**src/inc/tor_pkg.sv**
```systemverilog
package tor_pkg;
  // ----------------------------------------------------------------
  // timing
  // ----------------------------------------------------------------
  localparam int unsigned CLK_HZ = 25000000;
  localparam int unsigned MS_CYCLES = CLK_HZ / 1000;
  localparam int unsigned PWR_REMOVAL_MS = 15;
  localparam int unsigned EXCITE_MAX_MS = 10;
  localparam int unsigned LOCKOUT_MAX_MS = 100;
  localparam logic [6:0] LOCKOUT_DEFAULT_MS = 7'h00;
  localparam int unsigned MS_CNT_W = 15;
  localparam logic [MS_CNT_W-1:0] MS_LAST = MS_CNT_W'(MS_CYCLES - 1);
  // ----------------------------------------------------------------
  // settings
  // ----------------------------------------------------------------
  localparam logic [1:0] CLR_ON_EDGE = 2'h1;
  localparam logic [1:0] CLR_ON_LEVEL = 2'h2;
  localparam logic CLR_MODE_DEFAULT_IS_EDGE = 1'b1;
  localparam logic ALARM_MODE_NONE = 1'b0;
  localparam logic ALM_CLR_EXCITE_DEFAULT = 1'b0;
  localparam logic SON_EXCITE_DEFAULT = 1'b1;
  localparam logic STOP_EXCITE_DEFAULT = 1'b1;
  // ----------------------------------------------------------------
  // states
  // ----------------------------------------------------------------
  typedef enum logic [1:0] {
    TOR_EXCITED = 2'b00,
    TOR_REMOVED = 2'b01,
    TOR_RELEASED = 2'b10
  } tor_state_t;
endpackage

```
**src/rtl/tor_core.sv**
```systemverilog
// Notes on behaviour
// - input-off monitor on when either input off
// - torque-off monitor set on input off, mode 0
// - torque-off monitor cleared by accepted clear
// - dual-off monitor only while both off
// - clear input re-excites only with servo-on
// - clear judged on rising edge or level
// - clear ignored during lockout after both on
// - excitation follows acceptance within ten ms
// - alarm-clear rising edge may re-excite, optional
// - servo-on may re-excite, enabled by default
// - stop input may re-excite, enabled by default
// - external monitor off if one input stuck
// - both on at power-up: excite, monitor off
// - both off: de-excite, external monitor on
// - removal status within 15 ms of both off
// - no release while only one input on
// - ready, command-ready, brake off while removed
`timescale 1ns/10ps
module tor_core
  import tor_pkg::*;
#(
  parameter int unsigned LOCKOUT_W = 7
) (
  // clock and reset
  input wire logic clk,
  input wire logic rstn,
  // safety inputs, high means on
  input wire logic safety_input_a,
  input wire logic safety_input_b,
  // control inputs
  input wire logic servo_on,
  input wire logic torque_off_clear,
  input wire logic alarm_clear_input,
  input wire logic stop_input,
  // settings
  input wire logic alarm_mode,
  input wire logic [1:0] clear_mode,
  input wire logic [LOCKOUT_W-1:0] lockout_ms,
  input wire logic alm_clear_excite_en,
  input wire logic son_excite_en,
  input wire logic stop_excite_en,
  // monitors and drive outputs
  output logic safety_input_off_monitor,
  output logic torque_off_monitor,
  output logic dual_off_monitor,
  output logic external_device_monitor,
  output logic motor_excite,
  output logic drive_command_ready,
  output logic ready,
  output logic brake_control_output
);
  import tor_pkg::*;

  // the lockout counter must hold the longest setting
  if (LOCKOUT_W > 16 || (2 ** LOCKOUT_W) <= LOCKOUT_MAX_MS) begin : g_bad_lockout_w
    $error("tor_core: LOCKOUT_W must hold the longest lockout and be at most 16");
  end

  // ----------------------------------------------------------------
  // input registers
  // ----------------------------------------------------------------
  // inputs are already synchronous; one stage plus a history stage gives clean edges
  logic a_reg, a_next;
  logic b_reg, b_next;
  logic son_reg, son_next;
  logic clr_reg, clr_next;
  logic alm_reg, alm_next;
  logic stop_reg, stop_next;
  logic son_prev_reg, son_prev_next;
  logic clr_prev_reg, clr_prev_next;
  logic alm_prev_reg, alm_prev_next;
  logic stop_prev_reg, stop_prev_next;

  always_comb begin
    a_next = safety_input_a;
    b_next = safety_input_b;
    son_next = servo_on;
    clr_next = torque_off_clear;
    alm_next = alarm_clear_input;
    stop_next = stop_input;
    son_prev_next = son_reg;
    clr_prev_next = clr_reg;
    alm_prev_next = alm_reg;
    stop_prev_next = stop_reg;
  end

  // safety channels reset as on, so leaving reset is not a removal event
  always_ff @(posedge clk or negedge rstn) begin
    if (!rstn) begin
      a_reg <= 1'b1;
      b_reg <= 1'b1;
      son_reg <= 1'b0;
      clr_reg <= 1'b0;
      alm_reg <= 1'b0;
      stop_reg <= 1'b0;
      son_prev_reg <= 1'b0;
      clr_prev_reg <= 1'b0;
      alm_prev_reg <= 1'b0;
      stop_prev_reg <= 1'b0;
    end else begin
      a_reg <= a_next;
      b_reg <= b_next;
      son_reg <= son_next;
      clr_reg <= clr_next;
      alm_reg <= alm_next;
      stop_reg <= stop_next;
      son_prev_reg <= son_prev_next;
      clr_prev_reg <= clr_prev_next;
      alm_prev_reg <= alm_prev_next;
      stop_prev_reg <= stop_prev_next;
    end
  end

  // a rise is a high sample after a low one
  function automatic logic rose_now(input logic now_level, input logic prev_level);
    return now_level & ~prev_level;
  endfunction

  logic a_on, b_on, both_on, both_off, one_off;
  logic son_on, clr_rise, clr_level, alm_rise, son_rise, stop_rise;
  assign a_on = a_reg;
  assign b_on = b_reg;
  assign both_on = a_on & b_on;
  assign both_off = ~a_on & ~b_on;
  assign one_off = ~both_on;
  assign son_on = son_reg;
  assign clr_level = clr_reg;
  assign clr_rise = rose_now(clr_reg, clr_prev_reg);
  assign alm_rise = rose_now(alm_reg, alm_prev_reg);
  assign son_rise = rose_now(son_reg, son_prev_reg);
  assign stop_rise = rose_now(stop_reg, stop_prev_reg);

  // ----------------------------------------------------------------
  // millisecond tick
  // ----------------------------------------------------------------
  // restarted while removed, so the first tick after release is a full one
  logic [MS_CNT_W-1:0] tick_cnt_reg, tick_cnt_next;
  logic tick;
  tor_state_t state_reg, state_next;
  assign tick = (tick_cnt_reg == MS_LAST);

  always_comb begin
    if (state_reg == TOR_REMOVED) begin
      tick_cnt_next = '0;
    end else if (tick) begin
      tick_cnt_next = '0;
    end else begin
      tick_cnt_next = tick_cnt_reg + 1'b1;
    end
  end

  always_ff @(posedge clk or negedge rstn) begin
    if (!rstn) begin
      tick_cnt_reg <= '0;
    end else begin
      tick_cnt_reg <= tick_cnt_next;
    end
  end

  // ----------------------------------------------------------------
  // lockout
  // ----------------------------------------------------------------
  // settings beyond the range are held at the longest lockout
  logic [LOCKOUT_W-1:0] lockout_eff;
  logic [LOCKOUT_W-1:0] lock_cnt_reg, lock_cnt_next;
  logic lock_done;
  assign lockout_eff = (lockout_ms > LOCKOUT_W'(LOCKOUT_MAX_MS)) ? LOCKOUT_W'(LOCKOUT_MAX_MS) : lockout_ms;
  assign lock_done = (lock_cnt_reg >= lockout_eff);

  always_comb begin
    lock_cnt_next = lock_cnt_reg;
    if (state_reg == TOR_REMOVED) begin
      // restart so the window opens when both inputs come back
      lock_cnt_next = '0;
    end else if (tick && !lock_done) begin
      // saturates once done, so a long run never wraps it
      lock_cnt_next = lock_cnt_reg + 1'b1;
    end
  end

  always_ff @(posedge clk or negedge rstn) begin
    if (!rstn) begin
      lock_cnt_reg <= '0;
    end else begin
      lock_cnt_reg <= lock_cnt_next;
    end
  end

  // ----------------------------------------------------------------
  // excitation state
  // ----------------------------------------------------------------
  logic clr_ok, clr_accept, alm_accept, son_accept, stop_accept, accept;
  always_comb begin
    unique case (clear_mode)
      CLR_ON_LEVEL: clr_ok = clr_level;
      default: clr_ok = clr_rise;
    endcase
  end

  // lockout gates only the clear input; the other sources act at once
  assign clr_accept = clr_ok & son_on & lock_done;
  assign alm_accept = alm_clear_excite_en & alm_rise;
  assign son_accept = son_excite_en & son_rise;
  assign stop_accept = stop_excite_en & stop_rise;
  assign accept = clr_accept | alm_accept | son_accept | stop_accept;

  logic tom_reg, tom_next;

  // set wins: a drop in the accept cycle keeps the monitor on
  always_comb begin
    state_next = state_reg;
    tom_next = tom_reg;
    if (one_off && alarm_mode == ALARM_MODE_NONE) begin
      tom_next = 1'b1;
    end
    unique case (state_reg)
      TOR_EXCITED: begin
        if (one_off) begin
          state_next = TOR_REMOVED;
        end
      end
      TOR_REMOVED: begin
        if (both_on) begin
          state_next = TOR_RELEASED;
        end
      end
      TOR_RELEASED: begin
        if (one_off) begin
          state_next = TOR_REMOVED;
        end else if (accept) begin
          state_next = TOR_EXCITED;
          tom_next = 1'b0;
        end
      end
      // an illegal code falls back to the safe state
      default: state_next = TOR_REMOVED;
    endcase
  end

  always_ff @(posedge clk or negedge rstn) begin
    if (!rstn) begin
      state_reg <= TOR_EXCITED;
      tom_reg <= 1'b0;
    end else begin
      state_reg <= state_next;
      tom_reg <= tom_next;
    end
  end

  // ----------------------------------------------------------------
  // outputs
  // ----------------------------------------------------------------
  // all registered, so the far side never sees a decode glitch
  logic in_off_reg, in_off_next;
  logic tom_out_reg, tom_out_next;
  logic dual_reg, dual_next;
  logic edm_reg, edm_next;
  logic excite_reg, excite_next;
  logic rdy_reg, rdy_next;
  logic brake_reg, brake_next;
  logic exc;
  assign exc = (state_next == TOR_EXCITED);

  always_comb begin
    in_off_next = one_off;
    tom_out_next = tom_next;
    dual_next = both_off;
    edm_next = both_off;
    excite_next = exc & son_on;
    rdy_next = exc;
    brake_next = exc & son_on;
  end

  // everything off in reset; readiness follows one edge later
  always_ff @(posedge clk or negedge rstn) begin
    if (!rstn) begin
      in_off_reg <= 1'b0;
      tom_out_reg <= 1'b0;
      dual_reg <= 1'b0;
      edm_reg <= 1'b0;
      excite_reg <= 1'b0;
      rdy_reg <= 1'b0;
      brake_reg <= 1'b0;
    end else begin
      in_off_reg <= in_off_next;
      tom_out_reg <= tom_out_next;
      dual_reg <= dual_next;
      edm_reg <= edm_next;
      excite_reg <= excite_next;
      rdy_reg <= rdy_next;
      brake_reg <= brake_next;
    end
  end

  assign safety_input_off_monitor = in_off_reg;
  assign torque_off_monitor = tom_out_reg;
  assign dual_off_monitor = dual_reg;
  assign external_device_monitor = edm_reg;
  assign motor_excite = excite_reg;
  assign drive_command_ready = rdy_reg;
  assign ready = rdy_reg;
  assign brake_control_output = brake_reg;
endmodule

```
**config.mk**
```make
export PLATFORM = sky130hd
export DESIGN_NAME = tor_core
export DESIGN_NICKNAME = d
export VERILOG_FILES = /design/src/inc/tor_pkg.sv /design/src/rtl/tor_core.sv
export SDC_FILE = /design/constraint.sdc
export NUM_CORES = 1
export LEC_CHECK = 0
export BUFFER_PORTS_ARGS = -buffer_cell sky130_fd_sc_hd__buf_2
export CAP_MARGIN = 20
export CORE_UTILIZATION = 34
export CTS_CLUSTER_DIAMETER = 200
export DETAILED_ROUTE_END_ITERATION = 8
export SLEW_MARGIN = 20
export SYNTH_ARGS = -nofsm -noshare
export SYNTH_HDL_FRONTEND = slang
export SYNTH_SLANG_ARGS = --single-unit
```
**constraint.sdc**
```tcl
create_clock -name clk -period 3.05 [get_ports clk]
set_input_delay 0.915 -clock clk [delete_from_list [all_inputs] [get_ports clk]]
set_output_delay 0.915 -clock clk [all_outputs]
set_load 0.02 [all_outputs]
```
==> flow_summary.rst, run 1 <==
.. list-table::
   :header-rows: 1

   * - Metric
     - Value
   * - Status
     - complete, no violations
   * - Average instance area after synthesis
     - 10.2 sq um
   * - Kind of capture point of the worst setup path
     - flip-flop
   * - Antenna Diode Count
     - 0
   * - Count of antenna-violating nets left after detailed routing
     - 0
   * - Pre-CTS setup slack
     - -0.208 ns
   * - Worst Setup Start Kind
     - input pin
   * - Die width
     - 75.7 microns
   * - Met3 wire len
     - 108 microns
   * - Routed WL per cell
     - 11.9 microns
   * - Top Ports
     - 29
   * - Growth of design area from synthesis to finish
     - 20.9%
   * - Initial antenna violation count
     - 0
   * - Most instantiated cells after synthesis
     - 37 x dfrtp_1, 24 x nor2_1, 13 x nand3_1
   * - Relative max-transition margin
     - 43.9%
   * - Fmax achieved
     - 0.343 GHz
   * - Total area of multi-input combinational cells
     - 816 sq um
   * - Number of CTS-inserted buffers
     - 5
   * - Clock transition at the register clock pins on the worst setup and hold paths after CTS
     - 0.08 ns
   * - Req. time, crit path
     - 3.26 ns
   * - Sum of negative setup slack
     - 0 ns
   * - Fill cell count
     - 496
   * - Most used flip-flop cell after synthesis
     - dfrtp_1
   * - Drt pass-1 iters
     - 4
   * - Die boundary height
     - 75.7 microns
   * - RD Place Congestion
     - 0.742
   * - Vias in the first global route
     - 1328
   * - Pin count of the biggest net entering global routing
     - 40
   * - Clock tree buffer depth
     - 2
   * - Yosys top cell by area
     - dfrtp_1
   * - HPWL after detailed placement
     - 2560 microns
   * - Wire length on met1
     - 1740 microns
   * - Class of the tightest hold or removal check
     - reg -> reg
   * - Arrival time of data at the critical path endpoint
     - 3.13 ns
   * - Hold Vio Cnt, Final
     - 0
   * - Clk Latency, worst-skew pair
     - 0.28 ns
   * - Clock Sink Count
     - 39
   * - EDFF count, synth
     - 0
   * - Lkg Pwr
     - 0.00101 uW
   * - Clock tree root buffer cell
     - clkbuf_8
   * - Number of max-slew violations in the final report
     - 0
   * - Overall power
     - 1120 uW
   * - Core ar.
     - 5170 sq um
   * - Ys async rst share
     - 100%
   * - Fraction of layout instances using a drive strength above 1
     - 22.7%
   * - Top layer reached by signal wires
     - met4
   * - Worst Setup Path Type
     - in -> reg
   * - Remaining routing DRC violations
     - 0
   * - Worst clock skew
     - 0.00235 ns
   * - Syn nets
     - 210
   * - Leading cell types by total area after synthesis
     - dfrtp_1 50%, ha_1 6.1%, nor2_1 4.9%
   * - Vias per cell
     - 4.86
   * - Number of flip-flops under the largest register name
     - 15
   * - Count of final setup violators
     - 0
   * - Setup WS post-layout
     - 0.138 ns
   * - Final critical-path share of the clock period
     - 95.5%
   * - Post-synthesis instance area
     - 1840 sq um
   * - Slew at the pin closest to its max-slew limit
     - 0.842 ns
   * - Most frequently used cell type in the post-synthesis netlist
     - dfrtp_1
   * - GRT Overall Usage
     - 13.8%
   * - Number of hold buffers added after CTS
     - 0
   * - Total global routing overflow
     - 0
   * - Worst-path maximum fanout
     - 10
   * - Met2 WL
     - 1510 microns
   * - Flip-flop and latch area
     - 978 sq um
   * - Synthesis-stage register bit count
     - 39
   * - Max-cap violations
     - 0
   * - Net count reported at finish
     - 245
   * - Clock tree from TritonCTS
     - done
   * - Post-Syn Instances
     - 180
   * - Fraction of the yosys area taken by sequential cells
     - 53.1%
   * - Starting Density
     - 35.7%
   * - Initial DRC count
     - 32
   * - Fraction of post-synthesis cell area in the top cell type by area
     - 50.2%
   * - Via count
     - 1391
   * - Quantity of I/O buffers inserted on ports
     - 28
   * - Worst supply voltage drop on vdd
     - 0.484 mV
   * - H-tree lvl count
     - 2
   * - Library cells used by synthesis
     - 38
   * - Overall die area
     - 5720 sq um
   * - First-pass GRT wire length
     - 5880 microns
   * - P per Cell Area
     - 502 nW/um^2
   * - Minimum clock period
     - 2.91 ns
   * - Total of warnings raised by yosys
     - 0
   * - Detailed-route wire length
     - 3400 microns
   * - Number of core rows
     - 26
   * - Unrepaired setup endpoints after global routing
     - no
[logic make-up after synthesis]
kind of cell | Yosys count | share of synthesized area, %
flops | 39 | 53.1
simple gates | 74 | 20.4
compound gates | 32 | 10.9
xor+xnor | 13 | 6.17
buf+inv | 13 | 3.39
fa+ha+maj | 9 | 6.11
[what timing repair did]
item	CTS	global route
endpoints found under the setup margin	0	3
resized for setup	0	4
setup buffers	0	0
[stage by stage]
stage	instance area (sq um)	utilization [%]	instances	hold slack, ns
CTS	2220	42.9	286	0.390
finish	2230	43.1	286	0.382
detailed placement	2080	40.2	278	0.367
global route	2230	43.1	286	0.395
floorplan	1850	-	180	0.353
global placement	2080	40.2	278	0.357
[final timing paths]
kind / from / slack (ns) / endpoint / depth (start not counted)
max: lockout_ms[0] / 0.14 / lock_cnt_reg[4]$_DFFE_PN0P_ / 10
min: alm_prev_next$_DFF_PN0_ / 0.38 / alm_prev_reg$_DFF_PN0_ / 0
max reg2reg: tick_cnt_reg[10]$_DFF_PN0_ / 0.63 / lock_cnt_reg[4]$_DFFE_PN0P_ / 4
min reg2reg: alm_prev_next$_DFF_PN0_ / 0.38 / alm_prev_reg$_DFF_PN0_ / 0
max in group asynchronous: rstn / 1.79 / external_device_monitor$_DFF_PN0_ / 1
min in group asynchronous: rstn / 0.73 / tick_cnt_reg[7]$_DFF_PN0_ / 1
[metal layers]
metal,global-route usage (%),up-vias
met2,22.0,26
met5,0,-
li1,-,706
met3,3.17,5
met4,5.56,0
met1,18.3,654
[worst max-delay path, stage by stage]
cell      delay [ns]
buf_2           0.10
o21ai_1         0.16
a21oi_2         0.09
nor2b_1         0.13
ha_1            0.23
nand2b_1        0.13
a211o_1         0.32
a211o_4         0.39
or4_1           0.51
a21oi_1         0.15
[report_power, final]
| part | switching [uW] | internal (uW) |
|---|---|---|
| Clock | 177 | 326 |
| Combinational | 45.8 | 29.6 |
| Sequential | 8.95 | 531 |
| Total | 232 | 887 |
[layout by cell type, fill, tap and decap left out, types with 2 or more instances in the layout]
cell type / n
a211oi_1: 2
a21oi_1: 7
a31oi_1: 2
and3_1: 2
and3_2: 2
buf_2: 28
buf_4: 6
bufinv_16: 2
clkbuf_8: 5
dfrtp_1: 37
dfstp_2: 2
ha_1: 9
inv_1: 7
nand2_1: 11
nand2b_1: 3
nand3_1: 13
nand4_1: 2
nor2_1: 24
nor2b_1: 2
nor4_1: 2
o2111ai_1: 2
o21ai_0: 8
o31ai_1: 3
or4_1: 5
xnor2_1: 5
xor2_1: 8
[final cells by class]
| type | instances | share of cell area, % |
|---|---|---|
| sequential | 39 | 43.9 |
| multi-input combinational | 128 | 36.6 |
| timing repair buffer | 34 | 8.31 |
| tap | 70 | 3.93 |
| clock buffer | 5 | 3.09 |
| clock inverter | 3 | 3.03 |
| inverter | 7 | 1.18 |
Power figures use the tool's default switching activity.
==> run 2, diff against run 1 <==
--- a/config.mk
+++ b/config.mk
@@ -10,6 +10,7 @@
 export CORE_UTILIZATION = 34
 export CTS_CLUSTER_DIAMETER = 200
 export DETAILED_ROUTE_END_ITERATION = 8
+export MAX_ROUTING_LAYER = met4
 export SLEW_MARGIN = 20
 export SYNTH_ARGS = -nofsm -noshare
 export SYNTH_HDL_FRONTEND = slang
==> run 2 against run 1 <==
  * Worst setup slack about the same
  * Final area unchanged
  * Combinational power about the same
  * Critical path type unchanged
  * Register-to-register slack about the same
  * Wire length up 0.53%
==> flow_summary.rst, run 2 (same netlist as run 1, synthesis figures left out) <==
.. list-table::
   :header-rows: 1

   * - Metric
     - Value
   * - Clock Sink Count
     - 39
   * - Clock transition at the register clock pins on the worst setup and hold paths after CTS
     - 0.08 ns
   * - Overall power
     - 1120 uW
   * - Final critical-path share of the clock period
     - 95.5%
   * - Post-cts resize count
     - 0
   * - Top Ports
     - 29
   * - Clk Latency, worst-skew pair
     - 0.28 ns
   * - Clock tree root buffer cell
     - clkbuf_8
   * - Setup slack on the worst flop-to-flop path
     - 0.62 ns
   * - Req. time, crit path
     - 3.26 ns
   * - Top library cells by usage in the layout, fill and taps aside
     - 37 x dfrtp_1, 28 x buf_2, 24 x nor2_1, 13 x nand3_1, 11 x nand2_1
   * - Setup WS post-layout
     - 0.138 ns
   * - Overall die area
     - 5720 sq um
   * - Initial antenna violation count
     - 0
   * - Kind of capture point of the worst setup path
     - flip-flop
   * - P per Cell Area
     - 502 nW/um^2
   * - Quantity of I/O buffers inserted on ports
     - 28
   * - Crit Reg-Reg Endpoint
     - lock_cnt_reg[4]$_DFFE_PN0P_
   * - Core ar.
     - 5170 sq um
   * - Starting Density
     - 35.7%
   * - Number of max-slew violations in the final report
     - 0
   * - Total global routing overflow
     - 0
   * - H-tree lvl count
     - 2
   * - Drt pass-1 iters
     - 4
   * - Slew at the pin closest to its max-slew limit
     - 0.845 ns
   * - First-pass GRT wire length
     - 5890 microns
   * - Initial DRC count
     - 38
   * - Hold path startpoint
     - alm_prev_next$_DFF_PN0_
   * - Cell depth of the worst hold path
     - 0
   * - Pin count of the biggest net entering global routing
     - 40
   * - Met2 GRT Util
     - 21.9%
   * - Count of antenna-violating nets left after detailed routing
     - 0
   * - Cell Area, Placed
     - 2080 sq um
   * - Finished Core Util
     - 43.1%
   * - Vias in the first global route
     - 1324
   * - Status
     - complete, no violations
   * - Unrepaired setup endpoints after global routing
     - no
   * - Final standard cell area without fillers
     - 2230 sq um
   * - Antenna Diode Count
     - 0
   * - Number of flip-flops under the largest register name
     - 15
   * - Clock tree from TritonCTS
     - done
   * - Number of buffers inserted to repair setup after CTS
     - 0
   * - Clock tree buffer depth
     - 2
   * - Count of final setup violators
     - 0
   * - Number of core rows
     - 26
   * - Remaining routing DRC violations
     - 0
   * - Net count reported at finish
     - 245
   * - WHS
     - 0.382 ns
   * - Hold Vio Cnt, Final
     - 0
   * - Endpoint with the worst hold slack
     - alm_prev_reg$_DFF_PN0_
   * - GRT Overall Usage
     - 14.3%
   * - Via count
     - 1385
   * - Worst clock skew
     - 0.00247 ns
   * - Worst Setup Path Type
     - in -> reg
   * - Most common library cell in the layout ignoring fill and taps
     - dfrtp_1
   * - Die width
     - 75.7 microns
   * - Die boundary height
     - 75.7 microns
   * - Pre-CTS setup slack
     - -0.208 ns
   * - Growth of design area from synthesis to finish
     - 20.9%
   * - Relative max-transition margin
     - 43.7%
   * - Class of the tightest hold or removal check
     - reg -> reg
   * - Number of hold buffers added after CTS
     - 0
   * - RD Place Congestion
     - 0.752
   * - Worst-path maximum fanout
     - 10
   * - Worst R2R Start
     - tick_cnt_reg[10]$_DFF_PN0_
   * - HPWL after detailed placement
     - 2560 microns
   * - Number of CTS-inserted buffers
     - 5
   * - Arrival time of data at the critical path endpoint
     - 3.13 ns
   * - Fraction of layout instances using a drive strength above 1
     - 22.7%
   * - Logic depth of the worst register-to-register path
     - 4
   * - Max-cap violations
     - 0
   * - Worst supply voltage drop on vdd
     - 0.485 mV
   * - Vias per cell
     - 4.84
   * - Busiest layer in global routing
     - met2
   * - Fmax achieved
     - 0.343 GHz
   * - Minimum clock period
     - 2.91 ns
   * - Met3 track utilization from global routing
     - 3.17%
   * - Routed WL per cell
     - 12.0 microns
   * - Lkg Pwr
     - 0.00101 uW
   * - GRT met1 Usage
     - 18.5%
   * - Detailed-route wire length
     - 3420 microns
   * - Worst Setup Start Kind
     - input pin
-- run 2: cell counts in the layout (fill, tap and decap cells not counted) --
No cell type changed its count.
-- run 2: cell type report --
class / count / area (sq um)
Inverter: 7 / 26.3
Tap cell: 70 / 87.6
Multi-Input combinational cell: 128 / 816
Fill cell: 496 / 2940
Clock inverter: 3 / 67.6
Sequential cell: 39 / 978
Timing Repair Buffer: 34 / 185
Clock buffer: 5 / 68.8
-- run 2: critical path: stages --
cell and delay (ns):
buf_2 0.10, o21ai_1 0.16, a21oi_2 0.09, nor2b_1 0.13, ha_1 0.23, nand2b_1 0.13
a211o_1 0.32, a211o_4 0.39, or4_1 0.51, a21oi_1 0.15
-- run 2: metrics by stage --
step,instances,setup TNS (ns)
2_1_floorplan,180,0
3_3_place_gp,278,-0.373
3_5_place_dp,278,-0.787
4_1_cts,286,0
5_1_grt,286,0
6_report,286,0
-- run 2: where the power goes --
group          switching [uW]  internal, uW
Sequential               8.95           531
Clock                     177           326
Combinational            45.9          29.6
Total                     232           887
-- run 2: worst max path at each step --
stage	cells after the start	end	slack (ns)	start
after floorplan	10	lock_cnt_reg[2]$_DFFE_PN0P_	0.004	lockout_ms[0]
after global placement	10	lock_cnt_reg[6]$_DFFE_PN0P_	-0.13	lockout_ms[0]
after detailed placement	10	lock_cnt_reg[4]$_DFFE_PN0P_	-0.21	lockout_ms[0]
after CTS	10	lock_cnt_reg[4]$_DFFE_PN0P_	0.08	lockout_ms[0]
after global routing	10	lock_cnt_reg[6]$_DFFE_PN0P_	0.02	lockout_ms[0]
final	10	lock_cnt_reg[4]$_DFFE_PN0P_	0.14	lockout_ms[0]
-- run 2: per-layer routing --
metal,part of all wire (%),up-vias
met4,1.3,0
li1,-,706
met1,52,650
met3,2.9,5
met5,0,-
met2,44,24
==> run 3, diff against run 2 <==
--- a/config.mk
+++ b/config.mk
@@ -11,6 +11,7 @@
 export CTS_CLUSTER_DIAMETER = 200
 export DETAILED_ROUTE_END_ITERATION = 8
 export MAX_ROUTING_LAYER = met4
+export RECOVER_POWER = 50
 export SLEW_MARGIN = 20
 export SYNTH_ARGS = -nofsm -noshare
 export SYNTH_HDL_FRONTEND = slang
==> run 3 against run 2 <==
  * The run now ends with max-capacitance violations, max-slew violations left
  * Clock power hardly changed
  * Core utilization hardly changed
  * Worst hold slack stayed put
  * Non-clock buffer count stayed put
  * Combinational power hardly changed
  * Maximum frequency hardly changed
  * Final area hardly changed
  * Final cell count stayed put
  * Total power hardly changed
  * Critical path type unchanged
  * Critical endpoint unchanged
==> flow_summary.rst, run 3 (same netlist as run 1, synthesis figures left out) <==
.. list-table::
   :header-rows: 1

   * - Metric
     - Value
   * - Clock transition at the register clock pins on the worst setup and hold paths after CTS
     - 0.08 ns
   * - Growth of design area from synthesis to finish
     - 20.8%
   * - Worst clock skew
     - 0.00275 ns
   * - Status
     - complete, but fails checks
   * - Total global routing overflow
     - 0
   * - Req. time, crit path
     - 3.26 ns
   * - Fraction of layout instances using a drive strength above 1
     - 21.8%
   * - Class of the tightest hold or removal check
     - reg -> reg
   * - Worst-path maximum fanout
     - 10
   * - Sum of negative setup slack
     - 0 ns
   * - Net count reported at finish
     - 245
   * - Drt pass-1 iters
     - 4
   * - Quantity of I/O buffers inserted on ports
     - 28
   * - Routed WL per cell
     - 12.0 microns
   * - Initial antenna violation count
     - 0
   * - Worst Setup Path Type
     - in -> reg
   * - Clock Sink Count
     - 39
   * - Vias in the first global route
     - 1324
   * - Overall die area
     - 5720 sq um
   * - Relative max-transition margin
     - -34.7%
   * - WHS
     - 0.382 ns
   * - Most common library cell in the layout ignoring fill and taps
     - dfrtp_1
   * - Clock tree buffer depth
     - 2
   * - Core ar.
     - 5170 sq um
   * - Clock tree from TritonCTS
     - done
   * - Initial DRC count
     - 38
   * - Clk Latency, worst-skew pair
     - 0.28 ns
   * - Die width
     - 75.7 microns
   * - Arrival time of data at the critical path endpoint
     - 3.13 ns
   * - Top library cells by usage in the layout, fill and taps aside
     - 37 x dfrtp_1, 27 x buf_2, 24 x nor2_1, 13 x nand3_1, 11 x nand2_1
   * - Number of core rows
     - 26
   * - Overall power
     - 1120 uW
   * - Count of antenna-violating nets left after detailed routing
     - 0
   * - GRT Overall Usage
     - 14.3%
   * - Failing checks
     - max-capacitance violations, max-slew violations
   * - Fmax achieved
     - 0.343 GHz
   * - Detailed-route wire length
     - 3420 microns
   * - Minimum clock period
     - 2.91 ns
   * - Worst Setup Start Kind
     - input pin
   * - Lkg Pwr
     - 0.00101 uW
   * - Fill cell count
     - 497
   * - Final critical-path share of the clock period
     - 95.5%
   * - Number of CTS-inserted buffers
     - 5
   * - Slew at the pin closest to its max-slew limit
     - 2.02 ns
   * - Count of final setup violators
     - 0
   * - Number of hold buffers added after CTS
     - 0
   * - Number of max-slew violations in the final report
     - 40
   * - H-tree lvl count
     - 2
   * - Unrepaired setup endpoints after global routing
     - no
   * - HPWL after detailed placement
     - 2560 microns
   * - Clock tree root buffer cell
     - clkbuf_8
   * - First-pass GRT wire length
     - 5890 microns
   * - Pin count of the biggest net entering global routing
     - 40
   * - Worst supply voltage drop on vdd
     - 0.484 mV
   * - Cell Area, Placed
     - 2080 sq um
   * - Antenna Diode Count
     - 0
   * - Top Ports
     - 29
   * - Vias per cell
     - 4.84
   * - P per Cell Area
     - 502 nW/um^2
   * - Kind of capture point of the worst setup path
     - flip-flop
   * - Final standard cell area without fillers
     - 2230 sq um
   * - Via count
     - 1385
   * - Die boundary height
     - 75.7 microns
   * - Max-cap violations
     - 1
   * - Number of buffers inserted to repair setup after CTS
     - 0
   * - Remaining routing DRC violations
     - 0
   * - RD Place Congestion
     - 0.752
   * - Starting Density
     - 35.7%
   * - Finished Core Util
     - 43.1%
   * - Number of flip-flops under the largest register name
     - 15
   * - Hold Vio Cnt, Final
     - 0
==> run 3: area by class of cell <==
type | count | area, sq um | area share (%)
clock buffers | 5 | 68.8 | 3.09
clock inverters | 3 | 67.6 | 3.03
flip-flops and latches | 39 | 978 | 43.9
inverters | 7 | 26.3 | 1.18
multi-input cells | 128 | 816 | 36.6
well taps | 70 | 87.6 | 3.93
repair buffers | 34 | 184 | 8.25
==> run 3: final timing paths <==
check                                                 from                                end  slack [ns]  depth (start not counted)
worst max register to register  tick_cnt_reg[10]$_DFF_PN0_        lock_cnt_reg[4]$_DFFE_PN0P_        0.62                          4
worst min-delay path               alm_prev_next$_DFF_PN0_             alm_prev_reg$_DFF_PN0_        0.38                          0
max in group asynchronous                             rstn  external_device_monitor$_DFF_PN0_        0.70                          1
worst max-delay path                         lockout_ms[0]        lock_cnt_reg[4]$_DFFE_PN0P_        0.14                         10
worst min register to register     alm_prev_next$_DFF_PN0_             alm_prev_reg$_DFF_PN0_        0.38                          0
min in group asynchronous                             rstn          tick_cnt_reg[7]$_DFF_PN0_        1.20                          1
==> run 3: critical path, cell delays in order <==
cell	delay, ns
buf_2	0.10
o21ai_1	0.16
a21oi_2	0.09
nor2b_1	0.13
ha_1	0.23
nand2b_1	0.13
a211o_1	0.32
a211o_4	0.39
or4_1	0.51
a21oi_1	0.15
==> run 3: layer usage <==
layer	track usage (%)	up-vias	part of all wire, %
met4	5.56	0	1.3
met5	-	-	0
met2	21.9	24	44
li1	-	706	-
met1	18.5	650	52
met3	3.17	5	2.9
==> run 3: repair_timing <==
| action | CTS | global route |
|---|---|---|
| hold endpoints to repair | 0 | 0 |
| setup endpoints to repair | 0 | 3 |
| gates resized for setup | 0 | 4 |
==> run 3: power breakdown <==
part           internal, uW  switching, uW
combinational          29.3           45.8
sequential              531           8.95
clock                   326            177
==> run 3: per-stage QoR <==
stage / cells / worst slack [ns]
floorplan: 180 / 0.00406
finish: 286 / 0.138
global route: 286 / 0.0156
detailed placement: 278 / -0.208
global placement: 278 / -0.130
CTS: 286 / 0.0805
